**config.mk**
```make
export PLATFORM = sky130hd
export DESIGN_NAME = ldir_core
export DESIGN_NICKNAME = d
export VERILOG_FILES = /design/src/logic/ldir_pkg.sv /design/src/logic/ldir_cfg_if.sv /design/src/logic/ldir_cfg_decode.sv /design/src/logic/ldir_core.sv
export SDC_FILE = /design/constraint.sdc
export NUM_CORES = 1
export LEC_CHECK = 0
export ABC_AREA = 0
export BUFFER_PORTS_ARGS = -buffer_cell sky130_fd_sc_hd__buf_2
export CAP_MARGIN = 5
export CORE_UTILIZATION = 30
export CTS_CLUSTER_DIAMETER = 30
export CTS_CLUSTER_SIZE = 40
export DETAILED_ROUTE_END_ITERATION = 12
export SLEW_MARGIN = 20
export SYNTH_ARGS = -nofsm -noshare
export SYNTH_HDL_FRONTEND = slang
export SYNTH_SLANG_ARGS = --single-unit
```
**constraint.sdc**
```tcl
create_clock -name i_clk -period 2.6 [get_ports i_clk]
set_clock_uncertainty 0.05 [all_clocks]
set_input_delay 0.78 -clock i_clk [delete_from_list [all_inputs] [get_ports i_clk]]
set_output_delay 0.78 -clock i_clk [all_outputs]
set_load 0.05 [all_outputs]
```
**src/logic/ldir_pkg.sv**
```systemverilog
package ldir_pkg;

    // ----------------------------------------------------------------
    // configuration register indices
    // ----------------------------------------------------------------
    localparam logic [7:0] IDX_LDN      = 8'h07;
    localparam logic [7:0] IDX_BASE_LO  = 8'h26;
    localparam logic [7:0] IDX_BASE_HI  = 8'h27;
    localparam logic [7:0] IDX_ACTIVATE = 8'h30;
    localparam logic [7:0] IDX_IRQ_SEL  = 8'h70;
    localparam logic [7:0] IDX_DMA_SEL  = 8'h74;

    // ----------------------------------------------------------------
    // logical device numbers and their storage slots
    // ----------------------------------------------------------------
    localparam logic [7:0] LDN_FLOPPY = 8'h00;
    localparam logic [7:0] LDN_PP     = 8'h03;
    localparam logic [7:0] LDN_UART1  = 8'h04;
    localparam logic [7:0] LDN_UART2  = 8'h05;
    localparam int         LDIR_NDEV  = 4;

    typedef enum logic [1:0] {
        SLOT_FLOPPY = 2'h0,
        SLOT_PP     = 2'h1,
        SLOT_UART1  = 2'h2,
        SLOT_UART2  = 2'h3
    } ldir_slot_type;

    // ----------------------------------------------------------------
    // configuration port placement
    // ----------------------------------------------------------------
    localparam logic [15:0] CFG_BASE_STRAP_LO = 16'h002e;
    localparam logic [15:0] CFG_BASE_STRAP_HI = 16'h004e;
    localparam logic [15:0] CFG_BASE_ALIGN    = 16'hfffe;

    // ----------------------------------------------------------------
    // select register reset values and fields
    // ----------------------------------------------------------------
    localparam logic [7:0] IRQ_SEL_RST_FLOPPY = 8'h06;
    localparam logic [7:0] IRQ_SEL_RST_OTHER  = 8'h00;
    localparam logic [7:0] DMA_SEL_RST_FLOPPY = 8'h02;
    localparam logic [7:0] DMA_SEL_RST_OTHER  = 8'h04;
    localparam logic [3:0] IRQ_NONE           = 4'h0;
    localparam logic [2:0] DMA_CH_FIRST       = 3'h1;
    localparam logic [2:0] DMA_CH_LAST        = 3'h3;
    localparam int         ACT_BIT            = 0;

    // ----------------------------------------------------------------
    // parallel port modes
    // ----------------------------------------------------------------
    typedef enum logic [2:0] {
        PP_MODE_STD    = 3'h0,
        PP_MODE_PS2    = 3'h1,
        PP_MODE_FIFO   = 3'h2,
        PP_MODE_ECP    = 3'h3,
        PP_MODE_EPP    = 3'h4,
        PP_MODE_RES    = 3'h5,
        PP_MODE_TEST   = 3'h6,
        PP_MODE_CONFIG = 3'h7
    } ldir_pp_mode_type;

endpackage

```
**src/logic/ldir_cfg_if.sv**
```systemverilog
// strobes from the port decoder into the configuration core
interface ldir_cfg_if;
    logic        idx_wr;
    logic        idx_rd;
    logic        dat_wr;
    logic        dat_rd;
    logic [7:0]  wdata;
    logic [15:0] base;

    modport dec  (input base, output idx_wr, idx_rd, dat_wr, dat_rd, wdata);
    modport core (output base, input idx_wr, idx_rd, dat_wr, dat_rd, wdata);
endinterface

```
**src/logic/ldir_cfg_decode.sv**
```systemverilog
module ldir_cfg_decode
    import ldir_pkg::*;
(
    input  wire logic [15:0] i_io_addr,
    input  wire logic        i_io_wr,
    input  wire logic        i_io_rd,
    input  wire logic [7:0]  i_io_wdata,
    ldir_cfg_if.dec          cfg
);

    // ----------------------------------------------------------------
    // index port at base, data port at base plus one
    // ----------------------------------------------------------------
    logic        hit_idx;
    logic        hit_dat;
    logic [15:0] dat_addr;

    assign dat_addr   = cfg.base | ~CFG_BASE_ALIGN;
    assign hit_idx    = (i_io_addr == cfg.base);
    assign hit_dat    = (i_io_addr == dat_addr);
    assign cfg.idx_wr = hit_idx & i_io_wr;
    assign cfg.idx_rd = hit_idx & i_io_rd;
    assign cfg.dat_wr = hit_dat & i_io_wr;
    assign cfg.dat_rd = hit_dat & i_io_rd;
    assign cfg.wdata  = i_io_wdata;

endmodule

```
**src/logic/ldir_core.sv**
```systemverilog
// Functional notes
// - port sits at one of two addresses picked by strap after power-up
// - global registers at indices 26h and 27h move the port base
// - interrupt select low nibble: zero none, else that line number
// - interrupt select resets to zero, floppy to six, also on soft reset
// - routed interrupts active high, parallel port enhanced modes active low
// - system management interrupt output is active low
// - interrupt only with non-zero select and local enable met
// - floppy interrupt and dma off while floppy dma gate is zero
// - floppy interrupt and dma off while floppy controller powered down
// - parallel irq needs irq gate except in fifo and test; in ecp mode also service mask clear
// - serial irq needs an enable bit and output-2 bit set
// - standard and epp modes: parallel irq off when irq gate zero
// - parallel dma follows dma gate; irq forced on in fifo and test
// - an interrupt line no device selects stays inactive
// - all fifteen line numbers are deliverable
// - dma select low three bits: one to three channels, four up none
// - dma select resets to two for floppy, four for others
// - dma active only with select one to three and local enable
// - ecp mode: parallel dma follows ecp dma gate
// - second serial port dma off when its dma enable is clear
// - a dma channel no device selects stays inactive
// - local disables suppress requests on top of activate bit
module ldir_core
    import ldir_pkg::*;
(
    input  wire logic        i_clk,
    input  wire logic        i_rst_n,
    input  wire logic        i_soft_rst,
    input  wire logic        i_cfg_port_strap,
    input  wire logic [15:0] i_io_addr,
    input  wire logic        i_io_wr,
    input  wire logic        i_io_rd,
    input  wire logic [7:0]  i_io_wdata,
    input  wire logic        i_fdc_irq_req,
    input  wire logic        i_fdc_drq,
    input  wire logic        i_floppy_dma_gate,
    input  wire logic        i_floppy_powered_down,
    input  wire logic        i_pp_irq_req,
    input  wire logic        i_pp_drq,
    input  wire logic [2:0]  i_pp_mode,
    input  wire logic        i_pp_irq_gate,
    input  wire logic        i_ecp_service_irq_mask,
    input  wire logic        i_ecp_dma_gate,
    input  wire logic        i_uart1_irq_req,
    input  wire logic [3:0]  i_uart1_irq_enables,
    input  wire logic        i_uart1_irq_gate_output,
    input  wire logic        i_uart2_irq_req,
    input  wire logic [3:0]  i_uart2_irq_enables,
    input  wire logic        i_uart2_irq_gate_output,
    input  wire logic        i_uart2_drq,
    input  wire logic        i_uart2_dma_enable,
    input  wire logic        i_smi_req,
    input  wire logic        i_smi_enable,
    output logic [7:0]       o_io_rdata,
    output logic             o_io_rdata_vld,
    output logic [15:0]      o_cfg_base,
    output logic [15:1]      o_irq,
    output logic [3:1]       o_drq,
    output logic             o_system_mgmt_irq_n
);

    // ----------------------------------------------------------------
    // state
    // ----------------------------------------------------------------
    typedef struct packed {
        logic                 strap_s1;
        logic                 strap_s2;
        logic                 strap_v1;
        logic                 strap_v2;
        logic                 strap_done;
        logic [7:0]           index;
        logic [7:0]           ldn;
        logic [15:0]          base;
        logic [3:0]           act;
        logic [3:0][7:0]      irq_sel;
        logic [3:0][7:0]      dma_sel;
        logic [7:0]           rdata;
        logic                 rdata_vld;
        logic [15:1]          irq;
        logic [3:1]           drq;
        logic                 smi_n;
    } ldir_state_type;

    localparam logic [3:0][7:0] IRQ_SEL_RST = {IRQ_SEL_RST_OTHER, IRQ_SEL_RST_OTHER,
                                               IRQ_SEL_RST_OTHER, IRQ_SEL_RST_FLOPPY};
    localparam logic [3:0][7:0] DMA_SEL_RST = {DMA_SEL_RST_OTHER, DMA_SEL_RST_OTHER,
                                               DMA_SEL_RST_OTHER, DMA_SEL_RST_FLOPPY};

    localparam ldir_state_type ST_RST = '{
        strap_s1   : 1'b0,
        strap_s2   : 1'b0,
        strap_v1   : 1'b0,
        strap_v2   : 1'b0,
        strap_done : 1'b0,
        index      : 8'h00,
        ldn        : 8'h00,
        base       : CFG_BASE_STRAP_LO,
        act        : 4'h0,
        irq_sel    : IRQ_SEL_RST,
        dma_sel    : DMA_SEL_RST,
        rdata      : 8'h00,
        rdata_vld  : 1'b0,
        irq        : 15'h0000,
        drq        : 3'h0,
        smi_n      : 1'b1
    };

    ldir_state_type s_q;
    ldir_state_type s_d;

    // ----------------------------------------------------------------
    // helpers
    // ----------------------------------------------------------------
    // device number to slot, with a valid flag on top
    function automatic logic [2:0] slot_of(input logic [7:0] ldn);
        logic [2:0] r;
        r = 3'h0;
        if (ldn == LDN_FLOPPY) begin
            r = {1'b1, SLOT_FLOPPY};
        end else if (ldn == LDN_PP) begin
            r = {1'b1, SLOT_PP};
        end else if (ldn == LDN_UART1) begin
            r = {1'b1, SLOT_UART1};
        end else if (ldn == LDN_UART2) begin
            r = {1'b1, SLOT_UART2};
        end
        return r;
    endfunction

    // select value to one line; zero lands on the dropped bit
    function automatic logic [15:1] line_of(input logic [3:0] sel);
        logic [15:0] v;
        v = 16'h0001 << sel;
        return v[15:1];
    endfunction

    // ----------------------------------------------------------------
    // port decoder
    // ----------------------------------------------------------------
    ldir_cfg_if cfg ();

    assign cfg.base = s_q.base;

    ldir_cfg_decode u_dec (
        .i_io_addr  (i_io_addr),
        .i_io_wr    (i_io_wr),
        .i_io_rd    (i_io_rd),
        .i_io_wdata (i_io_wdata),
        .cfg        (cfg)
    );

    // ----------------------------------------------------------------
    // local enable conditions per device
    // ----------------------------------------------------------------
    logic [3:0] irq_en;
    logic [3:0] dma_en;
    logic [3:0] irq_req;
    logic [3:0] dma_req;
    logic       pp_enh;
    logic [2:0] cur_slot;

    always_comb begin
        irq_en[SLOT_FLOPPY] = i_floppy_dma_gate & ~i_floppy_powered_down;
        dma_en[SLOT_FLOPPY] = i_floppy_dma_gate & ~i_floppy_powered_down;
        case (ldir_pp_mode_type'(i_pp_mode))
            PP_MODE_FIFO, PP_MODE_TEST: begin
                irq_en[SLOT_PP] = 1'b1;
            end
            PP_MODE_ECP: begin
                irq_en[SLOT_PP] = i_pp_irq_gate & ~i_ecp_service_irq_mask;
            end
            default: begin
                irq_en[SLOT_PP] = i_pp_irq_gate;
            end
        endcase
        dma_en[SLOT_PP]    = i_ecp_dma_gate;
        irq_en[SLOT_UART1] = (|i_uart1_irq_enables) & i_uart1_irq_gate_output;
        dma_en[SLOT_UART1] = 1'b0;
        irq_en[SLOT_UART2] = (|i_uart2_irq_enables) & i_uart2_irq_gate_output;
        dma_en[SLOT_UART2] = i_uart2_dma_enable;
        irq_req = {i_uart2_irq_req, i_uart1_irq_req, i_pp_irq_req, i_fdc_irq_req};
        dma_req = {i_uart2_drq, 1'b0, i_pp_drq, i_fdc_drq};
        pp_enh  = (i_pp_mode == PP_MODE_ECP) || (i_pp_mode == PP_MODE_EPP);
        cur_slot = slot_of(s_q.ldn);
    end

    // ----------------------------------------------------------------
    // next state
    // ----------------------------------------------------------------
    always_comb begin
        logic [15:1] irq_nx;
        logic [3:1]  drq_nx;
        logic        lvl;
        logic [2:0]  ch;
        irq_nx = 15'h0000;
        drq_nx = 3'h0;
        lvl    = 1'b0;
        ch     = 3'h0;
        s_d    = s_q;

        // strap sync and one-shot capture after reset release
        s_d.strap_s1 = i_cfg_port_strap;
        s_d.strap_s2 = s_q.strap_s1;
        s_d.strap_v1 = 1'b1;
        s_d.strap_v2 = s_q.strap_v1;
        if (s_q.strap_v2 && !s_q.strap_done) begin
            s_d.base       = s_q.strap_s2 ? CFG_BASE_STRAP_HI : CFG_BASE_STRAP_LO;
            s_d.strap_done = 1'b1;
        end

        // host index and data port accesses
        if (cfg.idx_wr) begin
            s_d.index = cfg.wdata;
        end
        if (cfg.dat_wr) begin
            if (s_q.index == IDX_LDN) begin
                s_d.ldn = cfg.wdata;
            end else if (s_q.index == IDX_BASE_LO) begin
                s_d.base[7:0] = cfg.wdata & CFG_BASE_ALIGN[7:0];
            end else if (s_q.index == IDX_BASE_HI) begin
                s_d.base[15:8] = cfg.wdata;
            end else if (cur_slot[2] && s_q.index == IDX_ACTIVATE) begin
                s_d.act[cur_slot[1:0]] = cfg.wdata[ACT_BIT];
            end else if (cur_slot[2] && s_q.index == IDX_IRQ_SEL) begin
                s_d.irq_sel[cur_slot[1:0]] = cfg.wdata;
            end else if (cur_slot[2] && s_q.index == IDX_DMA_SEL) begin
                s_d.dma_sel[cur_slot[1:0]] = cfg.wdata;
            end
        end

        // soft reset restores the selects
        if (i_soft_rst) begin
            s_d.irq_sel = IRQ_SEL_RST;
            s_d.dma_sel = DMA_SEL_RST;
        end

        // read data
        s_d.rdata_vld = cfg.idx_rd | cfg.dat_rd;
        s_d.rdata     = 8'h00;
        if (cfg.idx_rd) begin
            s_d.rdata = s_q.index;
        end else if (cfg.dat_rd) begin
            if (s_q.index == IDX_LDN) begin
                s_d.rdata = s_q.ldn;
            end else if (s_q.index == IDX_BASE_LO) begin
                s_d.rdata = s_q.base[7:0];
            end else if (s_q.index == IDX_BASE_HI) begin
                s_d.rdata = s_q.base[15:8];
            end else if (cur_slot[2] && s_q.index == IDX_ACTIVATE) begin
                s_d.rdata = {7'h00, s_q.act[cur_slot[1:0]]};
            end else if (cur_slot[2] && s_q.index == IDX_IRQ_SEL) begin
                s_d.rdata = s_q.irq_sel[cur_slot[1:0]];
            end else if (cur_slot[2] && s_q.index == IDX_DMA_SEL) begin
                s_d.rdata = s_q.dma_sel[cur_slot[1:0]];
            end
        end

        // interrupt and dma routing per device
        for (int d = 0; d < LDIR_NDEV; d++) begin
            lvl = (d == int'(SLOT_PP) && pp_enh) ? ~irq_req[d] : irq_req[d];
            if (s_q.act[d] && irq_en[d] && lvl) begin
                irq_nx = irq_nx | line_of(s_q.irq_sel[d][3:0]);
            end
            ch = s_q.dma_sel[d][2:0];
            if (s_q.act[d] && dma_en[d] && dma_req[d] &&
                ch >= DMA_CH_FIRST && ch <= DMA_CH_LAST) begin
                drq_nx[ch] = 1'b1;
            end
        end
        s_d.irq   = irq_nx;
        s_d.drq   = drq_nx;
        s_d.smi_n = ~(i_smi_req & i_smi_enable);
    end

    // ----------------------------------------------------------------
    // registers
    // ----------------------------------------------------------------
    always_ff @(posedge i_clk or negedge i_rst_n) begin
        if (!i_rst_n) begin
            s_q <= ST_RST;
        end else begin
            s_q <= s_d;
        end
    end

    // outputs straight from flops
    assign o_io_rdata          = s_q.rdata;
    assign o_io_rdata_vld      = s_q.rdata_vld;
    assign o_cfg_base          = s_q.base;
    assign o_irq               = s_q.irq;
    assign o_drq               = s_q.drq;
    assign o_system_mgmt_irq_n = s_q.smi_n;
endmodule

```
# ---- After elaboration in Yosys (flattened, before gate mapping)
# Cells that the tools add are included.
dict set report classes {
  magnitude_cmp 14
  n_eq_ne 20
  shifts 4
  mux 55
  bitwise 22
  reduce_logical 40
}
# cell n
set op_table {}
lappend op_table {{$mux W84} 2}
lappend op_table {{$mux W68} 2}
lappend op_table {{$mux W64} 2}
lappend op_table {{$mux W8} 14}
lappend op_table {{$mux W32} 3}
lappend op_table {{$bwmux W32} 2}
lappend op_table {{$shl A1 B4 Y16 const A} 4}
lappend op_table {{$mux W15} 4}
lappend op_table {{$or A15 B15 Y15} 3}
lappend op_table {{$bmux W8 S2} 2}
lappend op_table {{$eq A16 B16 Y1} 2}
lappend op_table {{$logic_and A1 B1 Y1} 27}
lappend op_table {{$eq A8 B3 Y1 const B} 3}
lappend op_table {{$eq A8 B6 Y1 const B} 3}
lappend op_table {{$mux W3} 7}
lappend op_table {{$ge A3 B1 Y1 const B} 6}
lappend op_table {{$demux W8 S2} 1}
lappend op_table {{$eq A8 B7 Y1 const B} 2}
lappend op_table {{$mux W16} 1}
lappend op_table {{$ne A2 B2 Y1 const B} 5}
lappend op_table {{$and A1 B1 Y1} 9}
lappend op_table {{$le A3 B2 Y1 const B} 3}
lappend op_table {{$lt A3 B3 Y1 const B} 3}
lappend op_table {{$demux W1 S2} 4}
lappend op_table {{24 further kinds} 41}
dict set report totals {
  ff_bits 133
  input_bits 58
  elab_cells 177
}

# ---- Longest topological paths before layout
# Gate-level depths: netlist of the first run.
dict set report depth {
  word_depth 18
  depth_mapped 9
  mapped_depth_nobuf 6
}

# ---- By module
# Synthesis of the first run repeated with hierarchy kept, for this count alone.
dict set report unflattened {
  cells_unflattened 767
  area_unflattened_um2 7170.6
}
# mod instances cells_per_inst area_each_um2
set modules_own_cells {}
lappend modules_own_cells {ldir_core 1 732 6906.6}
lappend modules_own_cells {ldir_cfg_decode 1 35 264.0}

# ---- Worst setup path before layout of the first run
# Ideal clock, no wire load.
dict set report synth_path {
  kind {input-to-reg}
  startpoint {input port i_io_addr[10]}
  endpoint {register s_q[113] (netlist name)}
  setup_time_ps 125
  arrival_ps 2547
  required_time_ps 2425
  slack_ps -121
  path_stages 7
  path_cell_list {xor2_1 -> nor4_2 -> and4_1 -> buf_2 -> nand2_2 -> nor3_4 -> mux2_2}
}
dict set report synth_via {
  elab_chain_len 3
}
# element line_no
set synth_rtl {}
lappend synth_rtl {{start, declared} ldir_core.sv:31} ;# input wire logic [15:0] i_io_addr,
lappend synth_rtl {{$eq A16 B16 Y1} ldir_cfg_decode.sv:20} ;# assign hit_dat = (i_io_addr == dat_addr);
lappend synth_rtl {{$and A1 B1 Y1} ldir_cfg_decode.sv:23} ;# assign cfg.dat_wr = hit_dat & i_io_wr;
lappend synth_rtl {{$reduce_and A2 Y1 (no source line)} --}
lappend synth_rtl {{end signal, assigned} ldir_core.sv:281} ;# s_q <= ST_RST;
lappend synth_rtl {{end signal, assigned} ldir_core.sv:283} ;# s_q <= s_d;
lappend synth_rtl {{end, declared} ldir_core.sv:109} ;# ldir_state_type s_q;
# Every way passes these cells.
# A chain may end at the register's enable or synchronous reset.

==> implementation parameters, run 1 <==
Parameter                              Value

Worst setup path
  Sort of element at the start of the critical path    flip-flop
  Worst-path cell with the longest stage delay    sky130_fd_sc_hd__or4_1
  Critical Path AT    2800 ps
  WP data required    2870 ps
  Reg2reg end    o_io_rdata[5]
  CP Max Fanout    5
  WS Path Type    reg2reg
  Reg2Reg Depth    5
  Maximum single-stage delay on the critical path    660 ps
  Cell Chain, Critical Path    or4_1, or4_4, o21ai_0, a21oi_1, o31ai_1
  Register-to-register setup slack    70 ps
  Crit path capture type    flip-flop
  Launch point of the worst reg-to-reg path    s_q[116]

Final layout
  Fraction of layout cells with a size suffix above 1    0.337
  Post-route insts no fill    1218
  Antenna cells    0
  Nets    939
  Layout Cell Area excl Fill    0.00935 mm²
  FILL cells    2402
  Area added between synthesis and finish    25.3%
  Fin util    0.384

Logic synthesis
  Compound-gate portion of the synthesized area    0.208
  Leading area contributor after synthesis    sky130_fd_sc_hd__dfrtp_1
  Syn Std Cell Area    0.00746 mm²
  Combinational family with the most area after synthesis    compound AO/OA/AOI/OAI gates
  Sequential fraction of the synthesis area    0.448
  Net Count, Synth    801
  Synth warn    0
  Syn_area_per_cell    10.0 µm²
  Main flop type after synthesis    sky130_fd_sc_hd__dfrtp_1
  Post-Synth Simple-Gate Area    0.186
  Fraction of synthesized area in multiplexers    0.0587
  Number of enable flip-flop cells after synthesis    0
  Cell count after synthesis    743
  Count of unique library cells instantiated by Yosys    82
  Most used standard cell by instance count after synthesis    sky130_fd_sc_hd__dfrtp_1
  Post-Synth Adder-Cell Area    0
  Async set-or-reset flop fraction in the synthesized netlist    1.00
  Synth cell count leaders    122 x sky130_fd_sc_hd__dfrtp_1, 67 x sky130_fd_sc_hd__nand2_1, 46 x sky130_fd_sc_hd__nor2_1
  Fraction of synthesized cell area taken by the top area cell type    0.409
  Top post-synthesis cells by area    sky130_fd_sc_hd__dfrtp_1 41%, sky130_fd_sc_hd__o2bb2ai_1 5.3%, sky130_fd_sc_hd__buf_4 4.2%
  Register bit count reported by yosys    133
  Xor/xnor cell area share of the yosys netlist    0.0211

Detailed routing
  Initial drt markers    686
  Detailed Route WL    24900 µm
  Total DRC errors in the routed layout    0
  Via count    6659
  Ratio of routed vias to standard cells    5.47
  Drt wl/cell    20.4 µm
  1st-pass router iterations    5
  Antenna violation net count after detailed routing    0

Clocking
  Maximum clock insertion buffer count    2
  Number of buffers inserted for hold repair after clock tree synthesis    0
  CTS tree    yes
  Insertion delay of the later-clocked pin in the worst-skew pair    440 ps
  Max H-tree Level    4
  CTS sink count    133
  CTS buffer count    17
  CTS root buffer    sky130_fd_sc_hd__clkbuf_16
  Worst-path clk slew    60 ps

Power
  Max rail drop VDD    301 µV
  Cell area power density    534 mW/mm²
  Overall power of the completed layout    4.99 mW
  Leakage dissipation    4.18 nW

Timing
  Pin slew with the least headroom to its limit    752 ps
  Fmax    395 MHz
  Fin. max-slew vios    0
  Unrepaired setup endpoints after global routing    no
  Endpoints failing hold    0
  Slew Limit Headroom    0.494
  Sum of negative setup slack    0 ps
  Endpoints failing setup    0
  Minimum clock period after layout    2530 ps
  Worst hold margin    243 ps
  Post-route clock period utilization    0.973
  Setup WS post-layout    70.9 ps

Placement
  Post-place setup slack    -296 ps
  Area after DPL    0.00873 mm²
  Cell Count Post-Placement    1185
  Dpl hpwl    18500 µm
  Number of input and output port buffers inserted    101
  Routability cong.    1.03

GRT
  Number of global-route vias before repair    6530
  Global route total overflow    0
  Number of antenna violations at the first check in global routing    0
  Maximum number of pins on one net before global-route repair    58
  Global-route wire length before repair    38100 µm
  Total track usage    0.196

Floorplanning
  I/O pin count    102
  Area enclosed by the die boundary    0.0255 mm²
  Core Region    0.0243 mm²
  Die Height    160 µm
  Horizontal extent of the die    160 µm
  Initial core utilization    0.307
  Rows    57

Flow run
  Max-cap violation count    0

Run status
  Result of the run    complete, no violations

Min path
  Hold/Removal Path Class    in2async
worst max-delay path, delay by kind of cell (launching register included):
family          cells  cell delay, ps
simple gates        2            1270
flops               1             370
compound gates      3             720
routing by layer:
| metal | vias to the layer above | share of wire | global-route usage |
|---|---|---|---|
| li1 | 3022 | - | - |
| met3 | 47 | 0.067 | 0.0356 |
| met2 | 265 | 0.46 | 0.310 |
| met4 | 0 | 0.028 | 0.0769 |
| met5 | - | 0 | 0 |
| met1 | 3325 | 0.44 | 0.266 |
what timing repair did:
| item | 4_1_cts | 5_1_grt |
|---|---|---|
| resized for setup | 0 | 4 |
| buffers inserted | 0 | 1 |
| setup endpoints to repair | 0 | 9 |
cell usage in the layout, fill, tap and decap left out, types with 17 or more instances in the layout:
cell type | netlist | final
sky130_fd_sc_hd__mux2i_1 | 19 | 19
sky130_fd_sc_hd__o22ai_1 | 18 | 18
sky130_fd_sc_hd__nand3_1 | 19 | 19
sky130_fd_sc_hd__nand2_1 | 67 | 67
sky130_fd_sc_hd__nor2_1 | 46 | 45
sky130_fd_sc_hd__inv_1 | 31 | 31
sky130_fd_sc_hd__buf_2 | 11 | 100
sky130_fd_sc_hd__o2bb2ai_1 | 45 | 45
sky130_fd_sc_hd__buf_4 | 42 | 92
sky130_fd_sc_hd__dfrtp_1 | 122 | 122
sky130_fd_sc_hd__clkbuf_16 | 0 | 17
sky130_fd_sc_hd__a21oi_1 | 22 | 22
layout make-up:
cell class              instances  area [µm²]  area share
clock inverters                12         144      0.0154
inverters                      31         116      0.0125
flip-flops and latches        133        3340       0.358
clock buffers                  20         457      0.0489
well taps                     324         405      0.0434
repair buffers                198        1300       0.139
multi-input cells             500        3580       0.383
where the power goes:
part	switching [mW]	total, mW	leakage (nW)	internal [mW]
Combinational	0.251	0.378	2.12	0.127
Sequential	0.0288	2.13	1.78	2.10
Clock	1.00	2.48	0.284	1.48
Total	1.28	4.99	4.18	3.71
kinds of logic (layout without fill, tap and decap cells):
kind of cell / Yosys count / in the layout
AO/OA/AOI/OAI: 198 / 198
buffers and inverters: 110 / 261
multiplexers: 41 / 41
AND/OR/NAND/NOR: 242 / 242
XOR/XNOR: 18 / 18
other: 1 / 1
flip-flops: 133 / 133
registers in the layout, indices dropped and copies added (netlist names):
| signal | flops |
|---|---|
| o_irq | 15 |
| o_system_mgmt_irq_n | 1 |
| s_q | 87 |
| o_drq | 3 |
| o_io_rdata | 8 |
| o_io_rdata_vld | 1 |
| o_cfg_base | 16 |
| s_d | 2 |
worst max-delay path by stage:
stage | start | end | slack, ps | cells past startpoint
4_1_cts | s_q[116] | s_q[45] | 60 | 8
2_1_floorplan | i_io_addr[12] | s_q[121] | -60 | 7
5_1_grt | s_q[120] | o_io_rdata[5] | 10 | 7
3_5_place_dp | i_io_addr[12] | s_q[92] | -300 | 10
6_report | s_q[116] | o_io_rdata[5] | 70 | 5
3_3_place_gp | i_io_addr[12] | s_q[92] | -300 | 10
Power figures use the tool's default switching activity.
==> inputs of run 2 (changes only) <==
CORE_MARGIN = 5   (was default)
SETUP_SLACK_MARGIN = 0.15   (was default)
==> run 2 against run 1 <==
Compared with the run above: utilization increased by 0.70 points; routed wire length increased by 4.6%; global-route usage decreased by 1.2 points; non-clock buffer count increased by 7; cell area increased by 2.1%; final cell count increased by 0.57%; clock-buffer cell count increased by 1; via count about the same; critical endpoint is now o_io_rdata[0].
==> implementation parameters, run 2 (synthesis gave the netlist of run 1 again) <==
Parameter                              Value

GRT
  Global-route wire length before repair    40600 µm (+6.6%)
  Global route total overflow    0 (unchanged)
  Number of antenna violations at the first check in global routing    0 (unchanged)
  Total track usage    0.185 (-0.0117)
  Number of global-route vias before repair    6749 (+3.4%)
  Maximum number of pins on one net before global-route repair    54 (-6.9%)

Timing
  Slew Limit Headroom    0.544 (+0.0498)
  Fin. max-slew vios    0 (unchanged)
  Setup WS post-layout    140 ps (+69.2 ps)
  Endpoints failing hold    0 (unchanged)
  Minimum clock period after layout    2460 ps (-69.2 ps)
  Fmax    407 MHz (+2.8%)
  Post-route clock period utilization    0.946 (-0.0266)
  Pin slew with the least headroom to its limit    684 ps (-67.8 ps)
  Endpoints failing setup    0 (unchanged)
  Unrepaired setup endpoints after global routing    yes

Worst setup path
  WS Path Type    reg2reg
  Worst-path cell with the longest stage delay    sky130_fd_sc_hd__or4_4
  Cell Chain, Critical Path    or4_4, buf_4, a211oi_4, nor2_1, a2111oi_1, a311oi_2, o32ai_1
  Critical Path AT    2720 ps (-80 ps)
  Crit path capture type    flip-flop
  CP Max Fanout    5 (unchanged)
  WP data required    2860 ps (about the same)
  Maximum single-stage delay on the critical path    620 ps (-40 ps)
  Sort of element at the start of the critical path    flip-flop

Detailed routing
  Ratio of routed vias to standard cells    5.44 (-0.54%)
  Detailed Route WL    26000 µm (+4.6%)
  Total DRC errors in the routed layout    0 (unchanged)
  Antenna violation net count after detailed routing    0 (unchanged)
  Via count    6661 (+0.030%)
  1st-pass router iterations    5 (unchanged)
  Initial drt markers    732 (+6.7%)
  Drt wl/cell    21.2 µm (+4.0%)

Placement
  Number of input and output port buffers inserted    101 (unchanged)
  Area after DPL    0.00884 mm² (+1.4%)
  Post-place setup slack    -173 ps (+124 ps)
  Dpl hpwl    19700 µm (+6.8%)
  Routability cong.    0.981 (-4.6%)

Floorplanning
  Die Height    168 µm (+5.0%)
  I/O pin count    102 (unchanged)
  Initial core utilization    0.306 (-0.000897)
  Rows    57 (unchanged)
  Area enclosed by the die boundary    0.0281 mm² (+10%)
  Core Region    0.0244 mm² (+0.29%)
  Horizontal extent of the die    168 µm (+5.0%)

Final layout
  Layout Cell Area excl Fill    0.00954 mm² (+2.1%)
  Fraction of layout cells with a size suffix above 1    0.356 (+0.0196)
  Area added between synthesis and finish    27.9%
  Commonest non-fill, non-tap cell in the layout    sky130_fd_sc_hd__dfrtp_1
  Register with the highest flop count    s_q
  Max FFs per register    87 (unchanged)
  FILL cells    2393 (-0.37%)
  Commonest cells after routing, fill and taps aside    121 x sky130_fd_sc_hd__dfrtp_1, 100 x sky130_fd_sc_hd__buf_2, 97 x sky130_fd_sc_hd__buf_4
  Nets    946 (+0.75%)
  Antenna cells    0 (unchanged)

Clocking
  Maximum clock insertion buffer count    2 (unchanged)
  CTS tree    yes
  Max H-tree Level    4 (unchanged)
  CTS buffer count    17 (unchanged)
  CTS sink count    133 (unchanged)
  Worst-path clk slew    70 ps (about the same)
  Insertion delay of the later-clocked pin in the worst-skew pair    430 ps (about the same)
  CTS root buffer    sky130_fd_sc_hd__clkbuf_16
  Number of buffers inserted for hold repair after clock tree synthesis    0 (unchanged)

Min path
  Hold/Removal Path Class    in2async

Flow run
  Max-cap violation count    0 (unchanged)

Power
  Cell area power density    524 mW/mm² (-1.8%)
  Max rail drop VDD    340 µV (+13%)
  Leakage dissipation    4.27 nW (+2.1%)
  Overall power of the completed layout    5.00 mW (+0.28%)

Run status
  Result of the run    complete, no violations
-- run 2: cell types whose count changed in the layout (fill, tap and decap cells not counted), moves of 3 or more --
cell and change:
sky130_fd_sc_hd__mux2_4 +3, sky130_fd_sc_hd__inv_6 -4, sky130_fd_sc_hd__buf_4 +5, sky130_fd_sc_hd__o21ai_4 +3
sky130_fd_sc_hd__o21ai_2 -3
-- run 2: final timing paths --
| kind | from | end | slack, ps | cells after the start |
|---|---|---|---|---|
| worst max-delay path | s_q[116] | o_io_rdata[0] | 140 | 7 |
| worst min-delay path | i_rst_n | o_irq[8] | 160 | 1 |
| worst max register to register | s_q[116] | o_io_rdata[0] | 140 | 7 |
| worst min register to register | s_d[129] | s_q[129] | 300 | 0 |
| max in group asynchronous | i_rst_n | o_cfg_base[3] | 1610 | 2 |
| min in group i_clk | s_d[129] | s_q[129] | 300 | 0 |
-- run 2: layout make-up --
cell class                 instances  area (µm²)  share of cell area
clock buffer                      21         450              0.0472
clock inverter                    11         154              0.0161
inverter                          31         116              0.0122
multi-input combinational        500        3710               0.389
sequential                       133        3340               0.350
tap                              324         405              0.0425
timing repair buffer             205        1360               0.143
-- run 2: what timing repair did --
item / in CTS / in global routing
resized for setup: 2 / 15
pin swaps: 0 / 6
setup endpoints to repair: 13 / 57
endpoints found under the hold margin: 0 / 0
setup buffers: 2 / 2
-- run 2: routing by layer --
layer | up-vias | part of all wire | global-route usage
met5 | - | 0 | 0
met4 | 0 | 0.017 | 0.0483
met3 | 41 | 0.066 | 0.0391
met2 | 270 | 0.47 | 0.297
met1 | 3317 | 0.44 | 0.254
li1 | 3033 | - | -
-- run 2: critical path, delay by kind of cell, from the launching register on --
| family | cells | cell delay [ps] |
|---|---|---|
| AO/OA/AOI/OAI | 4 | 1020 |
| buffers and inverters | 1 | 180 |
| flip-flops | 1 | 400 |
| AND/OR/NAND/NOR | 2 | 680 |
-- run 2: per-stage QoR --
| step | TNS (ps) | cells | utilization | hold WS, ps |
|---|---|---|---|---|
| after floorplan | -476 | 743 | - | 281 |
| after global placement | -7290 | 1189 | 0.363 | 283 |
| after detailed placement | -9480 | 1189 | 0.363 | 287 |
| after CTS | 0 | 1223 | 0.388 | 159 |
| after global routing | 0 | 1225 | 0.391 | 165 |
| final | 0 | 1225 | 0.391 | 155 |
-- run 2: report_power, final --
group	total, mW	internal [mW]	switching (mW)
sequential	2.13	2.10	0.0319
clock	2.49	1.54	0.950
combinational	0.382	0.124	0.258
